===== src/dcs_pkg.sv =====
/*
  constants for the two-channel status, fault log and converter result register bank.
  assumes the register pointer is one byte wide and the serial link is the only register path.
*/
package dcs_pkg;

  // register offsets
  localparam logic [7:0] ADDR_ALERT_ONE   = 8'hD1;
  localparam logic [7:0] ADDR_STATUS_ONE  = 8'hD2;
  localparam logic [7:0] ADDR_FAULT_ONE   = 8'hD3;
  localparam logic [7:0] ADDR_ALERT_TWO   = 8'hD5;
  localparam logic [7:0] ADDR_STATUS_TWO  = 8'hD6;
  localparam logic [7:0] ADDR_FAULT_TWO   = 8'hD7;
  localparam logic [7:0] ADDR_RESULT_BASE = 8'hD8;
  localparam logic [7:0] ADDR_RESULT_LAST = 8'hE3;
  localparam logic [7:0] ADDR_CONV_CTRL   = 8'hE4;

  // status and fault field positions
  localparam int BIT_FET_ON   = 7;
  localparam int BIT_GPIO     = 6;
  localparam int BIT_SHORT    = 5;
  localparam int BIT_ENABLE   = 4;
  localparam int BIT_PWR_BAD  = 3;
  localparam int BIT_OVERCUR  = 2;
  localparam int BIT_UNDERV   = 1;
  localparam int BIT_OVERV    = 0;

  // writable masks: reserved bits stay zero
  localparam logic [7:0] FAULT_MASK = 8'h3F;
  localparam logic [7:0] ALERT_MASK = 8'h3F;
  localparam logic [7:0] CTRL_MASK  = 8'h1F;

  // converter control fields
  localparam int BIT_HALT      = 0;
  localparam int BIT_SEL_LO    = 1;
  localparam int BIT_CONV_ALRT = 4;
  localparam int BIT_BUSY      = 5;

  // converter geometry
  localparam int RESULT_W     = 10;
  localparam int RESULT_COUNT = 6;
  localparam int CHAN_COUNT   = 2;

  // reset value and device address
  localparam logic [7:0] RESET_BYTE = 8'h00;
  localparam logic [6:0] DEV_ADDR   = 7'h44;

  typedef enum logic [2:0] {
    ST_IDLE, ST_ADDR, ST_ACK_ADDR, ST_WRITE, ST_ACK_WRITE, ST_READ, ST_ACK_READ
  } dcs_link_state_t;

endpackage


===== src/dcs_serial_slave.sv =====
/*
  two-wire serial slave: address match, register pointer, auto-increment reads and writes.
  assumes scl and sda arrive from pins; sda is open-drain, pulled low while o_sda_oe is high.
*/
`timescale 1ns/1ps
module dcs_serial_slave
  import dcs_pkg::*;
(
  // clock and reset
  input  wire logic       i_clock,
  input  wire logic       i_rst_n,
  // pins
  input  wire logic       i_scl,
  input  wire logic       i_sda,
  output logic            o_sda_out,
  output logic            o_sda_oe,
  // register side
  output logic [7:0]      o_ptr,
  input  wire logic [7:0] i_rdata,
  output logic            o_wr_stb,
  output logic [7:0]      o_wr_addr,
  output logic [7:0]      o_wr_data
);

  logic [1:0]      scl_sync;
  logic [1:0]      sda_sync;
  logic            scl_prev;
  logic            sda_prev;
  dcs_link_state_t state_reg;
  logic [3:0]      cnt_reg;
  logic [7:0]      shift_reg;
  logic [7:0]      tx_reg;
  logic            rw_reg;
  logic            first_reg;
  logic            nack_reg;
  logic            scl_rise;
  logic            scl_fall;
  logic            start_seen;
  logic            stop_seen;

  ////////////////////////////////////////////////////////////////////////////
  // pin synchronisers; edges are taken only from the second stage
  always_ff @(posedge i_clock or negedge i_rst_n) begin
    if (!i_rst_n) begin
      scl_sync <= 2'b11;
      sda_sync <= 2'b11;
      scl_prev <= 1'b1;
      sda_prev <= 1'b1;
    end else begin
      scl_sync <= {scl_sync[0], i_scl};
      sda_sync <= {sda_sync[0], i_sda};
      scl_prev <= scl_sync[1];
      sda_prev <= sda_sync[1];
    end
  end

  assign scl_rise   = scl_sync[1] & ~scl_prev;
  assign scl_fall   = ~scl_sync[1] & scl_prev;
  assign start_seen = scl_sync[1] & scl_prev & sda_prev & ~sda_sync[1];
  assign stop_seen  = scl_sync[1] & scl_prev & ~sda_prev & sda_sync[1];
  assign o_sda_out  = 1'b0;

  ////////////////////////////////////////////////////////////////////////////
  // byte engine
  always_ff @(posedge i_clock or negedge i_rst_n) begin
    if (!i_rst_n) begin
      state_reg <= ST_IDLE;
      cnt_reg   <= 4'h0;
      shift_reg <= RESET_BYTE;
      tx_reg    <= RESET_BYTE;
      rw_reg    <= 1'b0;
      first_reg <= 1'b0;
      nack_reg  <= 1'b0;
      o_sda_oe  <= 1'b0;
      o_ptr     <= RESET_BYTE;
      o_wr_stb  <= 1'b0;
      o_wr_addr <= RESET_BYTE;
      o_wr_data <= RESET_BYTE;
    end else begin
      o_wr_stb <= 1'b0;
      if (start_seen) begin
        state_reg <= ST_ADDR;
        cnt_reg   <= 4'h0;
        first_reg <= 1'b1;
        o_sda_oe  <= 1'b0;
      end else if (stop_seen) begin
        state_reg <= ST_IDLE;
        o_sda_oe  <= 1'b0;
      end else if (scl_rise) begin
        if (state_reg == ST_ADDR || state_reg == ST_WRITE) begin
          shift_reg <= {shift_reg[6:0], sda_sync[1]};
          cnt_reg   <= cnt_reg + 4'h1;
        end else if (state_reg == ST_ACK_READ) begin
          nack_reg <= sda_sync[1];
        end
      end else if (scl_fall) begin
        case (state_reg)
          ST_ADDR: begin
            if (cnt_reg == 4'h8) begin
              if (shift_reg[7:1] == DEV_ADDR) begin
                rw_reg    <= shift_reg[0];
                o_sda_oe  <= 1'b1;
                state_reg <= ST_ACK_ADDR;
              end else begin
                state_reg <= ST_IDLE;
              end
            end
          end
          ST_ACK_ADDR, ST_ACK_READ: begin
            if (state_reg == ST_ACK_READ && nack_reg) begin
              o_sda_oe  <= 1'b0;
              state_reg <= ST_IDLE;
            end else if (state_reg == ST_ACK_READ || rw_reg) begin
              // load the byte at the pointer and drive its first bit
              tx_reg    <= i_rdata;
              o_sda_oe  <= ~i_rdata[7];
              o_ptr     <= o_ptr + 8'h01;
              cnt_reg   <= 4'h1;
              state_reg <= ST_READ;
            end else begin
              o_sda_oe  <= 1'b0;
              cnt_reg   <= 4'h0;
              state_reg <= ST_WRITE;
            end
          end
          ST_WRITE: begin
            if (cnt_reg == 4'h8) begin
              o_sda_oe  <= 1'b1;
              state_reg <= ST_ACK_WRITE;
              if (first_reg) begin
                o_ptr     <= shift_reg;
                first_reg <= 1'b0;
              end else begin
                o_wr_stb  <= 1'b1;
                o_wr_addr <= o_ptr;
                o_wr_data <= shift_reg;
                o_ptr     <= o_ptr + 8'h01;
              end
            end
          end
          ST_ACK_WRITE: begin
            o_sda_oe  <= 1'b0;
            cnt_reg   <= 4'h0;
            state_reg <= ST_WRITE;
          end
          ST_READ: begin
            if (cnt_reg == 4'h8) begin
              o_sda_oe  <= 1'b0;
              state_reg <= ST_ACK_READ;
            end else begin
              o_sda_oe <= ~tx_reg[3'(7 - cnt_reg)];
              cnt_reg  <= cnt_reg + 4'h1;
            end
          end
          default: begin
            o_sda_oe <= 1'b0;
          end
        endcase
      end
    end
  end

endmodule // dcs_serial_slave


===== src/dcs_regs.sv =====
/*
  two-channel live status, sticky fault log, alert enables and converter result registers.
  assumes monitor inputs come from pins or analog comparators (synchronised here) and
  converter results arrive on the same clock as i_clock.
*/
`timescale 1ns/1ps

// Overview of operation
// - status bit 7 shows pass transistor on.
// - status bit 6 shows general purpose pin level.
// - status bit 5 shows live transistor short condition.
// - status bit 4 is one while the active-low enable pin is low.
// - status bit 3 is one while output feedback is low.
// - status bit 2 is one while overcurrent exists.
// - status bit 1 is one while undervoltage sense is low.
// - status bit 0 is one while overvoltage sense is high.
// - fault bit 5 sets on sense voltage above threshold with transistor off.
// - fault bit 4 sets when the enable pin changes state.
// - fault bit 3 sets when output feedback falls.
// - fault bit 2 sets on an overcurrent fault.
// - fault bit 1 sets when undervoltage sense falls.
// - fault bit 0 sets when overvoltage sense rises.
// - result high byte holds result bits 9 to 2.
// - result low byte holds bits 1 and 0 in bits 7 and 6.
// - halt stops free running conversion and allows single measurements.
// - alert enables choose which logged faults drive the alert output.
module dcs_regs
  import dcs_pkg::*;
(
  // clock and reset
  input  wire logic                  i_clock,
  input  wire logic                  i_rst_n,
  // serial pins
  input  wire logic                  i_scl,
  input  wire logic                  i_sda,
  output logic                       o_sda_out,
  output logic                       o_sda_oe,
  // per-channel monitor inputs, asynchronous
  input  wire logic [CHAN_COUNT-1:0] i_fet_on,
  input  wire logic [CHAN_COUNT-1:0] i_general_io_pin,
  input  wire logic [CHAN_COUNT-1:0] i_fet_short,
  input  wire logic [CHAN_COUNT-1:0] i_enable_pin_n,
  input  wire logic [CHAN_COUNT-1:0] i_output_feedback_pin,
  input  wire logic [CHAN_COUNT-1:0] i_overcurrent,
  input  wire logic [CHAN_COUNT-1:0] i_low_input_sense_pin,
  input  wire logic [CHAN_COUNT-1:0] i_high_input_sense_pin,
  // converter
  input  wire logic                  i_conv_valid,
  input  wire logic [2:0]            i_conv_sel,
  input  wire logic [RESULT_W-1:0]   i_conv_data,
  output logic                       o_conv_halt,
  output logic                       o_conv_single,
  output logic [2:0]                 o_conv_sel,
  // alert
  output logic                       o_alert_n
);

  localparam int MON_W = 8;

  logic [MON_W-1:0]    mon_async [CHAN_COUNT];
  logic [MON_W-1:0]    mon_meta  [CHAN_COUNT];
  logic [MON_W-1:0]    mon_sync  [CHAN_COUNT];
  logic [MON_W-1:0]    mon_prev  [CHAN_COUNT];
  logic [7:0]          status    [CHAN_COUNT];
  logic [7:0]          fault_set [CHAN_COUNT];
  logic [7:0]          fault_reg [CHAN_COUNT];
  logic [7:0]          alert_reg [CHAN_COUNT];
  logic [RESULT_W-1:0] result_reg [RESULT_COUNT];
  logic [7:0]          ctrl_reg;
  logic                busy_reg;
  logic                single_req_reg;
  logic [2:0]          arm_reg;
  logic                done_reg;
  logic [7:0]          ptr;
  logic [7:0]          rdata;
  logic                wr_stb;
  logic [7:0]          wr_addr;
  logic [7:0]          wr_data;
  logic                halt;

  assign halt = ctrl_reg[BIT_HALT];

  // result slot and range check for a result address
  function automatic logic [2:0] result_slot(input logic [7:0] addr);
    logic [7:0] off;
    off = addr - ADDR_RESULT_BASE;
    return off[3:1];
  endfunction

  function automatic logic is_result(input logic [7:0] addr);
    return (addr >= ADDR_RESULT_BASE) && (addr <= ADDR_RESULT_LAST);
  endfunction

  ////////////////////////////////////////////////////////////////////////////
  // serial register access
  dcs_serial_slave u_slave (
    .i_clock   (i_clock),
    .i_rst_n   (i_rst_n),
    .i_scl     (i_scl),
    .i_sda     (i_sda),
    .o_sda_out (o_sda_out),
    .o_sda_oe  (o_sda_oe),
    .o_ptr     (ptr),
    .i_rdata   (rdata),
    .o_wr_stb  (wr_stb),
    .o_wr_addr (wr_addr),
    .o_wr_data (wr_data)
  );

  ////////////////////////////////////////////////////////////////////////////
  // edge detectors stay blind until sync and previous stages hold real pin levels;
  // otherwise an idle-high pin would log a false edge right after reset
  always_ff @(posedge i_clock or negedge i_rst_n) begin
    if (!i_rst_n) begin
      arm_reg <= 3'h0;
    end else begin
      arm_reg <= {arm_reg[1:0], 1'b1};
    end
  end

  ////////////////////////////////////////////////////////////////////////////
  // per-channel monitors: two-stage sync, then live status and fault events
  genvar ch;
  generate
    for (ch = 0; ch < CHAN_COUNT; ch++) begin : g_chan
      assign mon_async[ch] = {i_fet_on[ch], i_general_io_pin[ch], i_fet_short[ch], i_enable_pin_n[ch],
                              i_output_feedback_pin[ch], i_overcurrent[ch], i_low_input_sense_pin[ch],
                              i_high_input_sense_pin[ch]};

      always_ff @(posedge i_clock or negedge i_rst_n) begin
        if (!i_rst_n) begin
          mon_meta[ch] <= RESET_BYTE;
          mon_sync[ch] <= RESET_BYTE;
          mon_prev[ch] <= RESET_BYTE;
        end else begin
          mon_meta[ch] <= mon_async[ch];
          mon_sync[ch] <= mon_meta[ch];
          mon_prev[ch] <= mon_sync[ch];
        end
      end

      always_comb begin
        status[ch]              = RESET_BYTE;
        status[ch][BIT_FET_ON]  = mon_sync[ch][7];
        status[ch][BIT_GPIO]    = mon_sync[ch][6];
        status[ch][BIT_SHORT]   = mon_sync[ch][5];
        status[ch][BIT_ENABLE]  = ~mon_sync[ch][4];
        status[ch][BIT_PWR_BAD] = ~mon_sync[ch][3];
        status[ch][BIT_OVERCUR] = mon_sync[ch][2];
        status[ch][BIT_UNDERV]  = ~mon_sync[ch][1];
        status[ch][BIT_OVERV]   = mon_sync[ch][0];
      end

      // short flag is already qualified by the sense comparator; the fault also needs the transistor off
      always_comb begin
        fault_set[ch]              = RESET_BYTE;
        if (arm_reg[2]) begin
          fault_set[ch][BIT_SHORT]   = mon_sync[ch][5] & ~mon_sync[ch][7];
          fault_set[ch][BIT_ENABLE]  = mon_sync[ch][4] ^ mon_prev[ch][4];
          fault_set[ch][BIT_PWR_BAD] = ~mon_sync[ch][3] & mon_prev[ch][3];
          fault_set[ch][BIT_OVERCUR] = mon_sync[ch][2];
          fault_set[ch][BIT_UNDERV]  = ~mon_sync[ch][1] & mon_prev[ch][1];
          fault_set[ch][BIT_OVERV]   = mon_sync[ch][0] & ~mon_prev[ch][0];
        end
      end

      // a new event in the clearing cycle wins over the clear
      always_ff @(posedge i_clock or negedge i_rst_n) begin
        if (!i_rst_n) begin
          fault_reg[ch] <= RESET_BYTE;
        end else if (wr_stb && wr_addr == ((ch == 0) ? ADDR_FAULT_ONE : ADDR_FAULT_TWO)) begin
          fault_reg[ch] <= (wr_data & FAULT_MASK) | fault_set[ch];
        end else begin
          fault_reg[ch] <= fault_reg[ch] | fault_set[ch];
        end
      end

      always_ff @(posedge i_clock or negedge i_rst_n) begin
        if (!i_rst_n) begin
          alert_reg[ch] <= RESET_BYTE;
        end else if (wr_stb && wr_addr == ((ch == 0) ? ADDR_ALERT_ONE : ADDR_ALERT_TWO)) begin
          alert_reg[ch] <= wr_data & ALERT_MASK;
        end
      end
    end
  endgenerate

  ////////////////////////////////////////////////////////////////////////////
  // converter control and single measurement request
  always_ff @(posedge i_clock or negedge i_rst_n) begin
    if (!i_rst_n) begin
      ctrl_reg       <= RESET_BYTE;
      single_req_reg <= 1'b0;
    end else begin
      single_req_reg <= 1'b0;
      if (wr_stb && wr_addr == ADDR_CONV_CTRL) begin
        ctrl_reg <= wr_data & CTRL_MASK;
        // writing the channel address with halt set asks for one measurement
        if (wr_data[BIT_HALT]) begin
          single_req_reg <= 1'b1;
        end
      end
    end
  end

  // the single request leaves with the registered halt, never ahead of it
  always_ff @(posedge i_clock or negedge i_rst_n) begin
    if (!i_rst_n) begin
      o_conv_halt   <= 1'b0;
      o_conv_single <= 1'b0;
      o_conv_sel    <= 3'h0;
    end else begin
      o_conv_halt   <= halt;
      o_conv_single <= single_req_reg;
      o_conv_sel    <= ctrl_reg[BIT_SEL_LO +: 3];
    end
  end

  // busy: always in free run, or while a single measurement is pending
  always_ff @(posedge i_clock or negedge i_rst_n) begin
    if (!i_rst_n) begin
      busy_reg <= 1'b0;
      done_reg <= 1'b0;
    end else begin
      if (o_conv_single) begin
        busy_reg <= 1'b1;
      end else if (i_conv_valid) begin
        busy_reg <= 1'b0;
      end
      if (halt && busy_reg && i_conv_valid) begin
        done_reg <= 1'b1;
      end else if (wr_stb && wr_addr == ADDR_CONV_CTRL) begin
        done_reg <= 1'b0;
      end
    end
  end

  ////////////////////////////////////////////////////////////////////////////
  // result storage; free-run results are dropped while halted so host writes stick
  generate
    for (ch = 0; ch < RESULT_COUNT; ch++) begin : g_result
      always_ff @(posedge i_clock or negedge i_rst_n) begin
        if (!i_rst_n) begin
          result_reg[ch] <= '0;
        end else if (wr_stb && halt && is_result(wr_addr) && result_slot(wr_addr) == 3'(ch)) begin
          // writes without halt are ignored
          if (!wr_addr[0]) begin
            result_reg[ch][RESULT_W-1:2] <= wr_data;
          end else begin
            result_reg[ch][1:0] <= wr_data[7:6];
          end
        end else if (i_conv_valid && i_conv_sel == 3'(ch) && (!halt || busy_reg)) begin
          result_reg[ch] <= i_conv_data;
        end
      end
    end
  endgenerate

  ////////////////////////////////////////////////////////////////////////////
  // read decode; unmapped pointers read zero
  always_comb begin
    rdata = RESET_BYTE;
    if (ptr == ADDR_ALERT_ONE) begin
      rdata = alert_reg[0];
    end else if (ptr == ADDR_STATUS_ONE) begin
      rdata = status[0];
    end else if (ptr == ADDR_FAULT_ONE) begin
      rdata = fault_reg[0];
    end else if (ptr == ADDR_ALERT_TWO) begin
      rdata = alert_reg[1];
    end else if (ptr == ADDR_STATUS_TWO) begin
      rdata = status[1];
    end else if (ptr == ADDR_FAULT_TWO) begin
      rdata = fault_reg[1];
    end else if (is_result(ptr)) begin
      if (!ptr[0]) begin
        rdata = result_reg[result_slot(ptr)][RESULT_W-1:2];
      end else begin
        rdata = {result_reg[result_slot(ptr)][1:0], 6'h00};
      end
    end else if (ptr == ADDR_CONV_CTRL) begin
      rdata = ctrl_reg;
      rdata[BIT_BUSY] = ~halt | busy_reg;
    end
  end

  ////////////////////////////////////////////////////////////////////////////
  // alert pin: low while any enabled logged fault or finished measurement stands
  always_ff @(posedge i_clock or negedge i_rst_n) begin
    if (!i_rst_n) begin
      o_alert_n <= 1'b1;
    end else begin
      o_alert_n <= ~(|(fault_reg[0] & alert_reg[0]) | |(fault_reg[1] & alert_reg[1])
                     | (done_reg & ctrl_reg[BIT_CONV_ALRT]));
    end
  end

endmodule // dcs_regs


===== config.mk =====
export PLATFORM = sky130hd
export DESIGN_NAME = dcs_regs
export DESIGN_NICKNAME = d
export VERILOG_FILES = /design/src/dcs_pkg.sv /design/src/dcs_serial_slave.sv /design/src/dcs_regs.sv
export SDC_FILE = /design/constraint.sdc
export NUM_CORES = 1
export LEC_CHECK = 0
export BUFFER_PORTS_ARGS = -buffer_cell sky130_fd_sc_hd__buf_4
export CORE_AREA = 2 2 133 135
export DETAILED_ROUTE_END_ITERATION = 7
export DIE_AREA = 0 0 135 137
export PLACE_DENSITY = 0.76
export SLEW_MARGIN = 20
export SYNTH_ARGS = -nofsm -noshare
export SYNTH_HDL_FRONTEND = slang
export SYNTH_SLANG_ARGS = --single-unit
export TNS_END_PERCENT = 1

===== constraint.sdc =====
create_clock -name i_clock -period 2 [get_ports i_clock]
set_input_delay 0 -clock i_clock [delete_from_list [all_inputs] [get_ports i_clock]]
set_output_delay 0 -clock i_clock [all_outputs]
set_load 0.005 [all_outputs]

==> results summary, run 1 <==
The area of the die is 18,500 sq um. The initial antenna violation count came out at 0. The worst setup path is of the flip-flop to flip-flop kind. For this run, the leading register cell type out of synthesis is sky130_fd_sc_hd__dfrtp_1. The analysis attributes to cell leakage a power of 5.12 nW. The worst setup path is launched from a flip-flop.

In this run the horizontal extent of the chip is 135 um. The share of synthesized cell area in full adder, half adder and majority cells came out at 0.00794. The synthesized design spends more area on one cell type than any other, namely sky130_fd_sc_hd__dfrtp_1. The timing-limited maximum frequency is 0.488 GHz. The startpoint identified for the worst hold timing path is i_conv_sel[2]. The worst setup path is captured at a flip-flop.

The repair_antennas step left the layout with diodes totalling 0. The worst register-to-register path ends at u_slave.tx_reg[0]$_DFFE_PN0P_. Using the TritonRoute via totals, the vias-per-cell ratio works out to 6.00. The number of enable-type register cells in the synthesized netlist is 0. The number of maximum-capacitance constraint violations is 0.

The number of flip-flops under the largest register name is 60. The period utilization is 1.02. The root buffer cell chosen for the clock tree is sky130_fd_sc_hd__clkbuf_16. The transition time at the pin with the least slew margin came out at 0.685 ns. At the end of routability-driven placement, the weighted congestion stood at 0.921.

The worst hold path class is input pin to flip-flop. Clock tree synthesis inserted a total of 17 buffers. The largest clock skew in the final design came out at 0.00791 ns.

The synthesized cell area came out at 9460 sq um. Traced cell by cell, the critical path runs through or4b_4 -> a211oi_4 -> o21ai_1 -> a21oi_2 -> o221ai_1 -> a21oi_1. The slowest stage of the critical path belongs to the cell sky130_fd_sc_hd__or4b_4.

In the synthesized netlist, the cells that appear most often are sky130_fd_sc_hd__dfrtp_1, sky130_fd_sc_hd__nand2_1, sky130_fd_sc_hd__nor2_1. The count of final max-slew check failures came out at 0. The area overhead of the layout relative to synthesis is 20.8%. Entering global routing, the biggest net connects 63 pins. The xor/xnor share of the synthesized area came out at 0.00278.

For hold timing, the worst endpoint is result_reg[10]$_DFFE_PN0P_. The arrival time reported for the critical path endpoint came out at 2.42 ns. The boundary pin count is 42.

The flow ran to the end, but the final reports show violations. The register clock-pin slew on the reported worst setup and hold paths came out at 0.08 ns. The overall routed net length came out at 24.5 mm.

The worst register-to-register path has a depth of 6. Across every metal layer, demand over resource in global routing totals 0.276. The worst hold path stage count is 4.

The final net count is 1,051. The total nets after synthesis came out at 944. The synthesized design contains 199 register bits. The total via count after detailed routing is 7,491. The setup slack on the worst flop-to-flop path is -0.05 ns. The final reports fail on negative setup slack. The starting utilization of the core area is 0.554. The initial detailed-routing violation count is 622.

The post-placement cell count came out at 1,186. The count of endpoints failing setup in the final report is 3. The first detailed-routing pass took 5 iterations.

TritonCTS built the clock tree. The time the worst path needs with I/O delays and setup came out at 2.05 ns. The core area is 17,100 sq um. The final-report hold violation count was 0. In the post-synthesis netlist, the biggest area contributors are sky130_fd_sc_hd__dfrtp_1, sky130_fd_sc_hd__mux2i_1, sky130_fd_sc_hd__mux2_2, sky130_fd_sc_hd__nand2_1, sky130_fd_sc_hd__nor2_1. Setup total negative slack on the finished layout was measured at -0.0880 ns. The top cell family by delay on the critical path is compound AO/OA/AOI/OAI gates. Together, buffers and inverters on the worst path number 0. In this design, the stage delay of the slowest critical-path cell is 0.55 ns. The simple logic cell fraction of the synthesized area came out at 0.137. The post-synthesis cell count is 904. The multiplexer share of the synthesized area is 0.139. In this run the critical register-to-register path is launched from u_slave.o_ptr[4]$_DFFE_PN0P_. The clock tree buffer depth came out at 2. The count of distinct cell types in the synthesized netlist is 73. The non-filler instance count after layout came out at 1,249. The global-route congestion overflow total came out at 0. The share of the synthesized area in the top cell type came out at 0.508. The via count of the first global-routing pass is 7,344. The mean routed wirelength per cell came out at 19.6 um. Of the cells placed in the final design, the portion with a size suffix greater than 1 is 0.226. The portion of the post-synthesis area used by sequential elements is 0.528. The power per cell area came out at 803 nW/um^2. The final worst slack came out at -0.0497 ns.

The global-route wire length before repair came out at 39.2 mm. The count of yosys warnings during synthesis is 0. The worst-skew pair later-pin latency is 0.44 ns. The clock net in this run drives a total of 199 sinks.

For the worst setup path, the data required time is 2.37 ns. The standard-cell row count came out at 48. The count of buffers inserted at the top-level ports came out at 40.

Among all cell types in the netlist, the one instantiated most often is sky130_fd_sc_hd__dfrtp_1. The synthesized-area fraction occupied by ao, oa, aoi and oai cells came out at 0.149. The headroom to the max-slew limit is 0.543. The placed wire-length estimate after detailed placement came out at 17.3 mm. The floorplan die height is 137 um.

The post-detailed-route DRC marker count is 0. The post-detailed-route count of antenna-violating nets came out at 0. Of all nets on the critical path, the largest fanout is 5. Setup repair after global routing could not meet its margin everywhere. Of all flip-flops after synthesis, the portion carrying an async set or reset was 1.00. After synthesis, the largest family of logic cells by area is compound AO/OA/AOI/OAI gates. The mean post-synth cell area is 10.5 sq um. The number of H-tree levels came out at 4. The largest vdd supply drop came out at 645 uV.
## final cells by class
type / count / area (sq um)
clock buffers: 17 / 425
clock inverters: 15 / 160
fillers: 1294 / 5640
inverters: 23 / 86.3
multi-input cells: 628 / 4220
flip-flops and latches: 199 / 4990
well taps: 225 / 282
repair buffers: 142 / 1260
## report_power, final
group          switching [mW]  internal (mW)
Clock                    1.67           1.78
Combinational           0.515          0.503
Sequential              0.286           4.42
Total                    2.47           6.70
## stage by stage
step                area, sq um  power (mW)  utilization  setup WS (ns)  hold slack, ns
detailed placement        10400        5.73        0.612        -0.0817          0.0148
global route              11400        9.52        0.670         -0.119          0.0522
CTS                       11300        9.19        0.664        -0.0757          0.0193
floorplan                  9460        5.24            -        -0.0139          -0.296
global placement          10400        5.68        0.612        -0.0191          0.0157
finish                    11400        9.18        0.670        -0.0497          0.0353
## logic make-up (layout without fill, tap and decap cells)
group                      count (synthesis)  in the layout
DFF                                      199            199
AOI/OAI and AO/OA                        226            226
and+or+nand+nor                          274            274
buffers and inverters                     77            197
muxes                                    117            117
xor gates and xnor gates                   3              3
adders and majority gates                  6              6
other                                      2              2
## placed cells by master (no fill, tap or decap), types with 4 or more instances in the layout
master,count
sky130_fd_sc_hd__dfrtp_1,192
sky130_fd_sc_hd__buf_4,102
sky130_fd_sc_hd__nand2_1,91
sky130_fd_sc_hd__nor2_1,86
sky130_fd_sc_hd__mux2i_1,63
sky130_fd_sc_hd__a21oi_1,57
sky130_fd_sc_hd__o21ai_0,50
sky130_fd_sc_hd__mux2_2,47
sky130_fd_sc_hd__o22ai_1,37
sky130_fd_sc_hd__dlygate4sd3_1,30
sky130_fd_sc_hd__nand3_1,26
sky130_fd_sc_hd__inv_1,22
sky130_fd_sc_hd__clkbuf_16,17
sky130_fd_sc_hd__a31oi_1,10
sky130_fd_sc_hd__nand2b_1,9
sky130_fd_sc_hd__nor2b_1,9
sky130_fd_sc_hd__nand3b_1,9
sky130_fd_sc_hd__buf_12,9
sky130_fd_sc_hd__o22a_1,8
sky130_fd_sc_hd__o21ai_1,7
sky130_fd_sc_hd__inv_6,7
sky130_fd_sc_hd__dfstp_2,7
sky130_fd_sc_hd__and3_1,6
sky130_fd_sc_hd__o211ai_1,6
sky130_fd_sc_hd__a22oi_1,6
sky130_fd_sc_hd__mux4_2,6
sky130_fd_sc_hd__ha_1,6
sky130_fd_sc_hd__nor4_1,4
sky130_fd_sc_hd__nand4_1,4
sky130_fd_sc_hd__nor3_1,4
sky130_fd_sc_hd__a21o_1,4
## repair_timing
| item | in CTS | in global routing |
|---|---|---|
| hold buffers | 30 | 0 |
| hold endpoints to repair | 170 | 0 |
| buffers inserted | 0 | 1 |
| setup endpoints to repair | 19 | 59 |
| pin swaps | 0 | 10 |
| resized for setup | 5 | 25 |
## metal layers
metal  part of all wire  wire length, um  global-route usage
met5                  0                0                   0
met2               0.48            11600               0.437
met3              0.062             1510              0.0481
met4              0.022              531              0.0839
met1               0.44            10800               0.392
## worst reg2reg max path, stage by stage, from the launching register on
cell and delay [ns]:
sky130_fd_sc_hd__dfrtp_1 0.42, sky130_fd_sc_hd__or4b_4 0.55, sky130_fd_sc_hd__a211oi_4 0.36, sky130_fd_sc_hd__o21ai_1 0.16, sky130_fd_sc_hd__a21oi_2 0.19, sky130_fd_sc_hd__o221ai_1 0.15
sky130_fd_sc_hd__a21oi_1 0.16
## worst max-delay path by stage
stage / depth (start not counted) / endpoint / start / slack [ns]
floorplan: 9 / u_slave.tx_reg[1]$_DFFE_PN0P_ / u_slave.o_ptr[0]$_DFFE_PN0P_ / -0.01
global placement: 6 / u_slave.tx_reg[2]$_DFFE_PN0P_ / u_slave.o_ptr[4]$_DFFE_PN0P_ / -0.02
detailed placement: 6 / result_reg[19]$_DFFE_PN0P_ / u_slave.o_wr_addr[3]$_DFFE_PN0P_ / -0.08
CTS: 6 / u_slave.tx_reg[0]$_DFFE_PN0P_ / u_slave.o_ptr[4]$_DFFE_PN0P_ / -0.08
global route: 6 / u_slave.tx_reg[3]$_DFFE_PN0P_ / u_slave.o_ptr[4]$_DFFE_PN0P_ / -0.12
finish: 6 / u_slave.tx_reg[0]$_DFFE_PN0P_ / u_slave.o_ptr[4]$_DFFE_PN0P_ / -0.05
(Power assumes the default switching activity.)
==> inputs of run 2 (changes only) <==
--- a/config.mk
+++ b/config.mk
@@ -10,6 +10,7 @@
 export DETAILED_ROUTE_END_ITERATION = 7
 export DIE_AREA = 0 0 135 137
 export PLACE_DENSITY = 0.76
+export SETUP_SLACK_MARGIN = 0.02
 export SLEW_MARGIN = 20
 export SYNTH_ARGS = -nofsm -noshare
 export SYNTH_HDL_FRONTEND = slang
==> run 2 against run 1 <==
  * Global-route usage barely moved
  * Register-to-register slack barely moved
  * Total power barely moved
  * Highest routed layer unchanged
  * The flow still finishes with violations (negative setup slack)
  * Sequential power barely moved
  * Sequential cell count did not move
  * Maximum frequency barely moved
  * Clock skew fell by 0.0012 ns
  * Hold slack improved by 0.0025 ns
  * Largest cell class unchanged
==> results summary, run 2 (synthesized netlist as in run 1, its figures left out) <==
The flow ran to the end, but the final reports show violations. The final reports fail on negative setup slack. The number of logic stages on the critical path including buffering came out at 6 (unchanged). The commonest non-fill, non-tap cell in the layout is sky130_fd_sc_hd__dfrtp_1. The transition time at the pin with the least slew margin came out at 0.660 ns (-0.0246 ns).

The post-detailed-route DRC marker count was 0 (unchanged). The depth of the worst register-to-register path is 6 (unchanged). The maximum number of pins on one net before global-route repair came to 63 (unchanged). The required arrival time at the worst endpoint was 2.37 ns (about the same). The final cell utilization of the core is 0.671 (+0.00103).

The fraction of final layout cells with drive strength greater than 1 came out at 0.230 (+0.00488). The final worst slack came out at -0.0517 ns (-0.00205 ns). The boundary pin count is 42 (unchanged). The count of final max-slew check failures is 0 (unchanged). The cell area after placement came out at 10,400 sq um (unchanged). The via count of the first global-routing pass is 7,344 (unchanged).

The post-detailed-route count of antenna-violating nets came out at 0 (unchanged). The number of buffers created by CTS was 17 (unchanged). The power per cell area is 803 nW/um^2 (about the same). The largest fanout on the critical path is 5 (unchanged). The time the worst path needs with I/O delays and setup is 2.05 ns (+0.00205 ns). The worst hold path class is input pin to flip-flop. The top cell types in the final layout, fill and taps aside, are sky130_fd_sc_hd__dfrtp_1, sky130_fd_sc_hd__buf_4, sky130_fd_sc_hd__nand2_1. The floorplan die height is 137 um (unchanged). The largest vdd supply drop came out at 648 uV (+0.47%). The cell area after layout is 11,400 sq um (+0.15%). The initial antenna violation count is 0 (unchanged). The starting utilization of the core area came out at 0.554 (unchanged). The number of flip-flops under the largest register name is 60 (unchanged). The number of H-tree levels is 4 (unchanged). The switching share of power is 0.270 (+0.000372).

STA classifies the critical path endpoint as a flip-flop. The share of power burned in registers came out at 0.513 (about the same). The count of endpoints failing setup in the final report came out at 3 (unchanged). The total via count after detailed routing is 7,549 (+0.77%). The standard-cell row count came out at 48 (unchanged). The area of the die is 18,500 sq um (unchanged). The mean routed wirelength per cell is 19.7 um (+0.63%). The hold slack came out at 0.0377 ns (+0.00247 ns).

The global-route congestion overflow total came to 0 (unchanged). The sum of buffers and inverters on the critical path is 0 (unchanged). The critical path starts at u_slave.o_ptr[4]$_DFFE_PN0P_.

The portion of total power attributed to the clock network is 0.376 (about the same). The area overhead of the layout relative to synthesis came out at 21.0%. The count of buffers inserted at the top-level ports is 40 (unchanged). The post-detailed-route via-to-cell ratio is 6.04 (+0.77%). The setup slack on the worst flop-to-flop path is -0.05 ns (about the same). The global-route wire length before repair came out at 39.2 mm (about the same).

The startpoint-to-endpoint class of the critical path is flip-flop to flip-flop. The final-report hold violation count was 0 (unchanged). The period utilization was 1.03 (+0.00103). In this run the clock root is driven by a sky130_fd_sc_hd__clkbuf_16. The largest clock skew in the final design is 0.00674 ns (-0.00117 ns). The worst register-to-register path ends at u_slave.tx_reg[0]$_DFFE_PN0P_. The startpoint identified for the worst register-to-register timing path is u_slave.o_ptr[4]$_DFFE_PN0P_. The sink count of the clock tree is 199 (unchanged). The top cell family by delay on the critical path is compound AO/OA/AOI/OAI gates.

The number of maximum-capacitance constraint violations came out at 0 (unchanged). The relative contribution of combinational cells to total power is 0.111 (about the same). The die boundary width is 135 um (unchanged). The weighted congestion reported at the end of routability-driven placement is 0.921 (unchanged).

The number of detailed-routing iterations run before antenna repair is 5 (unchanged). The arrival time reported for the critical path endpoint is 2.42 ns (about the same). The placed wire-length estimate after detailed placement was 17.3 mm (unchanged). Traced cell by cell, the critical path runs through or4b_4 -> a211oi_4 -> o21ai_1 -> a21oi_2 -> o221ai_1 -> a21oi_1.

The number of antenna cells inserted came out at 0 (unchanged). The timing-limited maximum frequency came to 0.487 GHz (about the same). The core area is 17,100 sq um (unchanged).

The headroom to the max-slew limit is 0.560 (+0.0164). The cell internal power dissipation is 6.70 mW (about the same). The leakage power of the design was 5.12 nW (about the same).

The register clock-pin slew on the reported worst setup and hold paths was 0.08 ns (about the same). The initial detailed-routing violation count is 661 (+6.3%). The total power came out at 9.18 mW (about the same). The final net count came out at 1,051 (unchanged). The worst-skew pair later-pin latency came out at 0.44 ns (about the same). The number of filler cells placed in the layout came out at 1,289 (-0.39%). Setup repair after global routing could not meet its margin everywhere.

The net load switching power is 2.48 mW (+0.20%). TritonCTS built the clock tree. The overall routed net length came out at 24.6 mm (+0.63%). The total global routing track utilization is 0.276 (about the same).

The longest individual stage delay on the worst path is 0.55 ns (about the same). On the critical path, the stage with the largest delay is an instance of sky130_fd_sc_hd__or4b_4. The worst setup path is launched from a flip-flop. Following the worst setup path forward leads to its endpoint at u_slave.tx_reg[0]$_DFFE_PN0P_. The clock tree buffer depth was 2 (unchanged).
## run 2: cell types whose count changed in the layout (fill, tap and decap cells not counted)
cell | previous run | this run
sky130_fd_sc_hd__nand2_1 | 91 | 90
sky130_fd_sc_hd__nor2_1 | 86 | 84
sky130_fd_sc_hd__nand2_2 | 0 | 1
sky130_fd_sc_hd__nor4_2 | 0 | 1
sky130_fd_sc_hd__nor2_2 | 1 | 3
sky130_fd_sc_hd__and3_2 | 0 | 1
sky130_fd_sc_hd__nor4_1 | 4 | 3
sky130_fd_sc_hd__and3_1 | 6 | 5
sky130_fd_sc_hd__and2_2 | 2 | 0
sky130_fd_sc_hd__and2_4 | 2 | 4
## run 2: through the flow
step / setup slack (ns) / std cells / TNS (ns)
final: -0.0517 / 1249 / -0.0898
after global routing: -0.119 / 1249 / -0.403
after CTS: -0.0757 / 1248 / -0.266
after detailed placement: -0.0817 / 1186 / -0.703
after global placement: -0.0191 / 1186 / -0.0395
after floorplan: -0.0139 / 904 / -0.0139
## run 2: worst min-delay path by stage
stage,end,startpoint,slack [ns],depth (start not counted)
after CTS,result_reg[10]$_DFFE_PN0P_,i_conv_sel[2],0.02,4
after floorplan,alert_reg[0]$_DFFE_PN0P_,i_rst_n,-0.30,0
after detailed placement,u_slave.cnt_reg[0]$_DFFE_PN0P_,i_rst_n,0.01,1
after global routing,result_reg[11]$_DFFE_PN0P_,i_conv_sel[2],0.05,4
after global placement,u_slave.cnt_reg[0]$_DFFE_PN0P_,i_rst_n,0.02,1
final,result_reg[10]$_DFFE_PN0P_,i_conv_sel[2],0.04,4
## run 2: power groups by stage
| stage | clock network [mW] | logic (mW) | registers [mW] |
|---|---|---|---|
| detailed placement | 0 | 0.957 | 4.77 |
| finish | 3.45 | 1.02 | 4.71 |
| global route | 3.64 | 1.14 | 4.75 |
| floorplan | 0 | 0.559 | 4.68 |
| global placement | 0 | 0.924 | 4.76 |
| CTS | 3.48 | 1.01 | 4.70 |
## run 2: metal layers
| layer | track usage | wire [um] | vias up |
|---|---|---|---|
| met2 | 0.437 | 11700 | 288 |
| met4 | 0.0839 | 539 | 0 |
| met1 | 0.392 | 10900 | 3732 |
| met5 | 0 | 0 | - |
| li1 | - | - | 3489 |
| met3 | 0.0478 | 1540 | 40 |
## run 2: area by class of cell
cell class / count / area (sq um) / area share
sequential: 199 / 4990 / 0.436
tap: 225 / 282 / 0.0246
timing repair buffer: 142 / 1260 / 0.110
inverter: 23 / 86.3 / 0.00755
clock inverter: 15 / 160 / 0.0140
clock buffer: 17 / 425 / 0.0372
multi-input combinational: 628 / 4240 / 0.370
## run 2: repair_timing
| action | 4_1_cts | 5_1_grt |
|---|---|---|
| pin swaps | 0 | 10 |
| gates resized for setup | 6 | 31 |
| endpoints found under the setup margin | 22 | 68 |
| endpoints found under the hold margin | 170 | 0 |
| buffers inserted | 0 | 1 |
| hold buffers | 30 | 0 |
| cloned | 0 | 0 |
## run 2: tightest hold or removal path, stage by stage
cell and delay, ns:
sky130_fd_sc_hd__buf_4 0.14, sky130_fd_sc_hd__nand3_1 0.12, sky130_fd_sc_hd__o22ai_1 0.09, sky130_fd_sc_hd__nor2_1 0.08
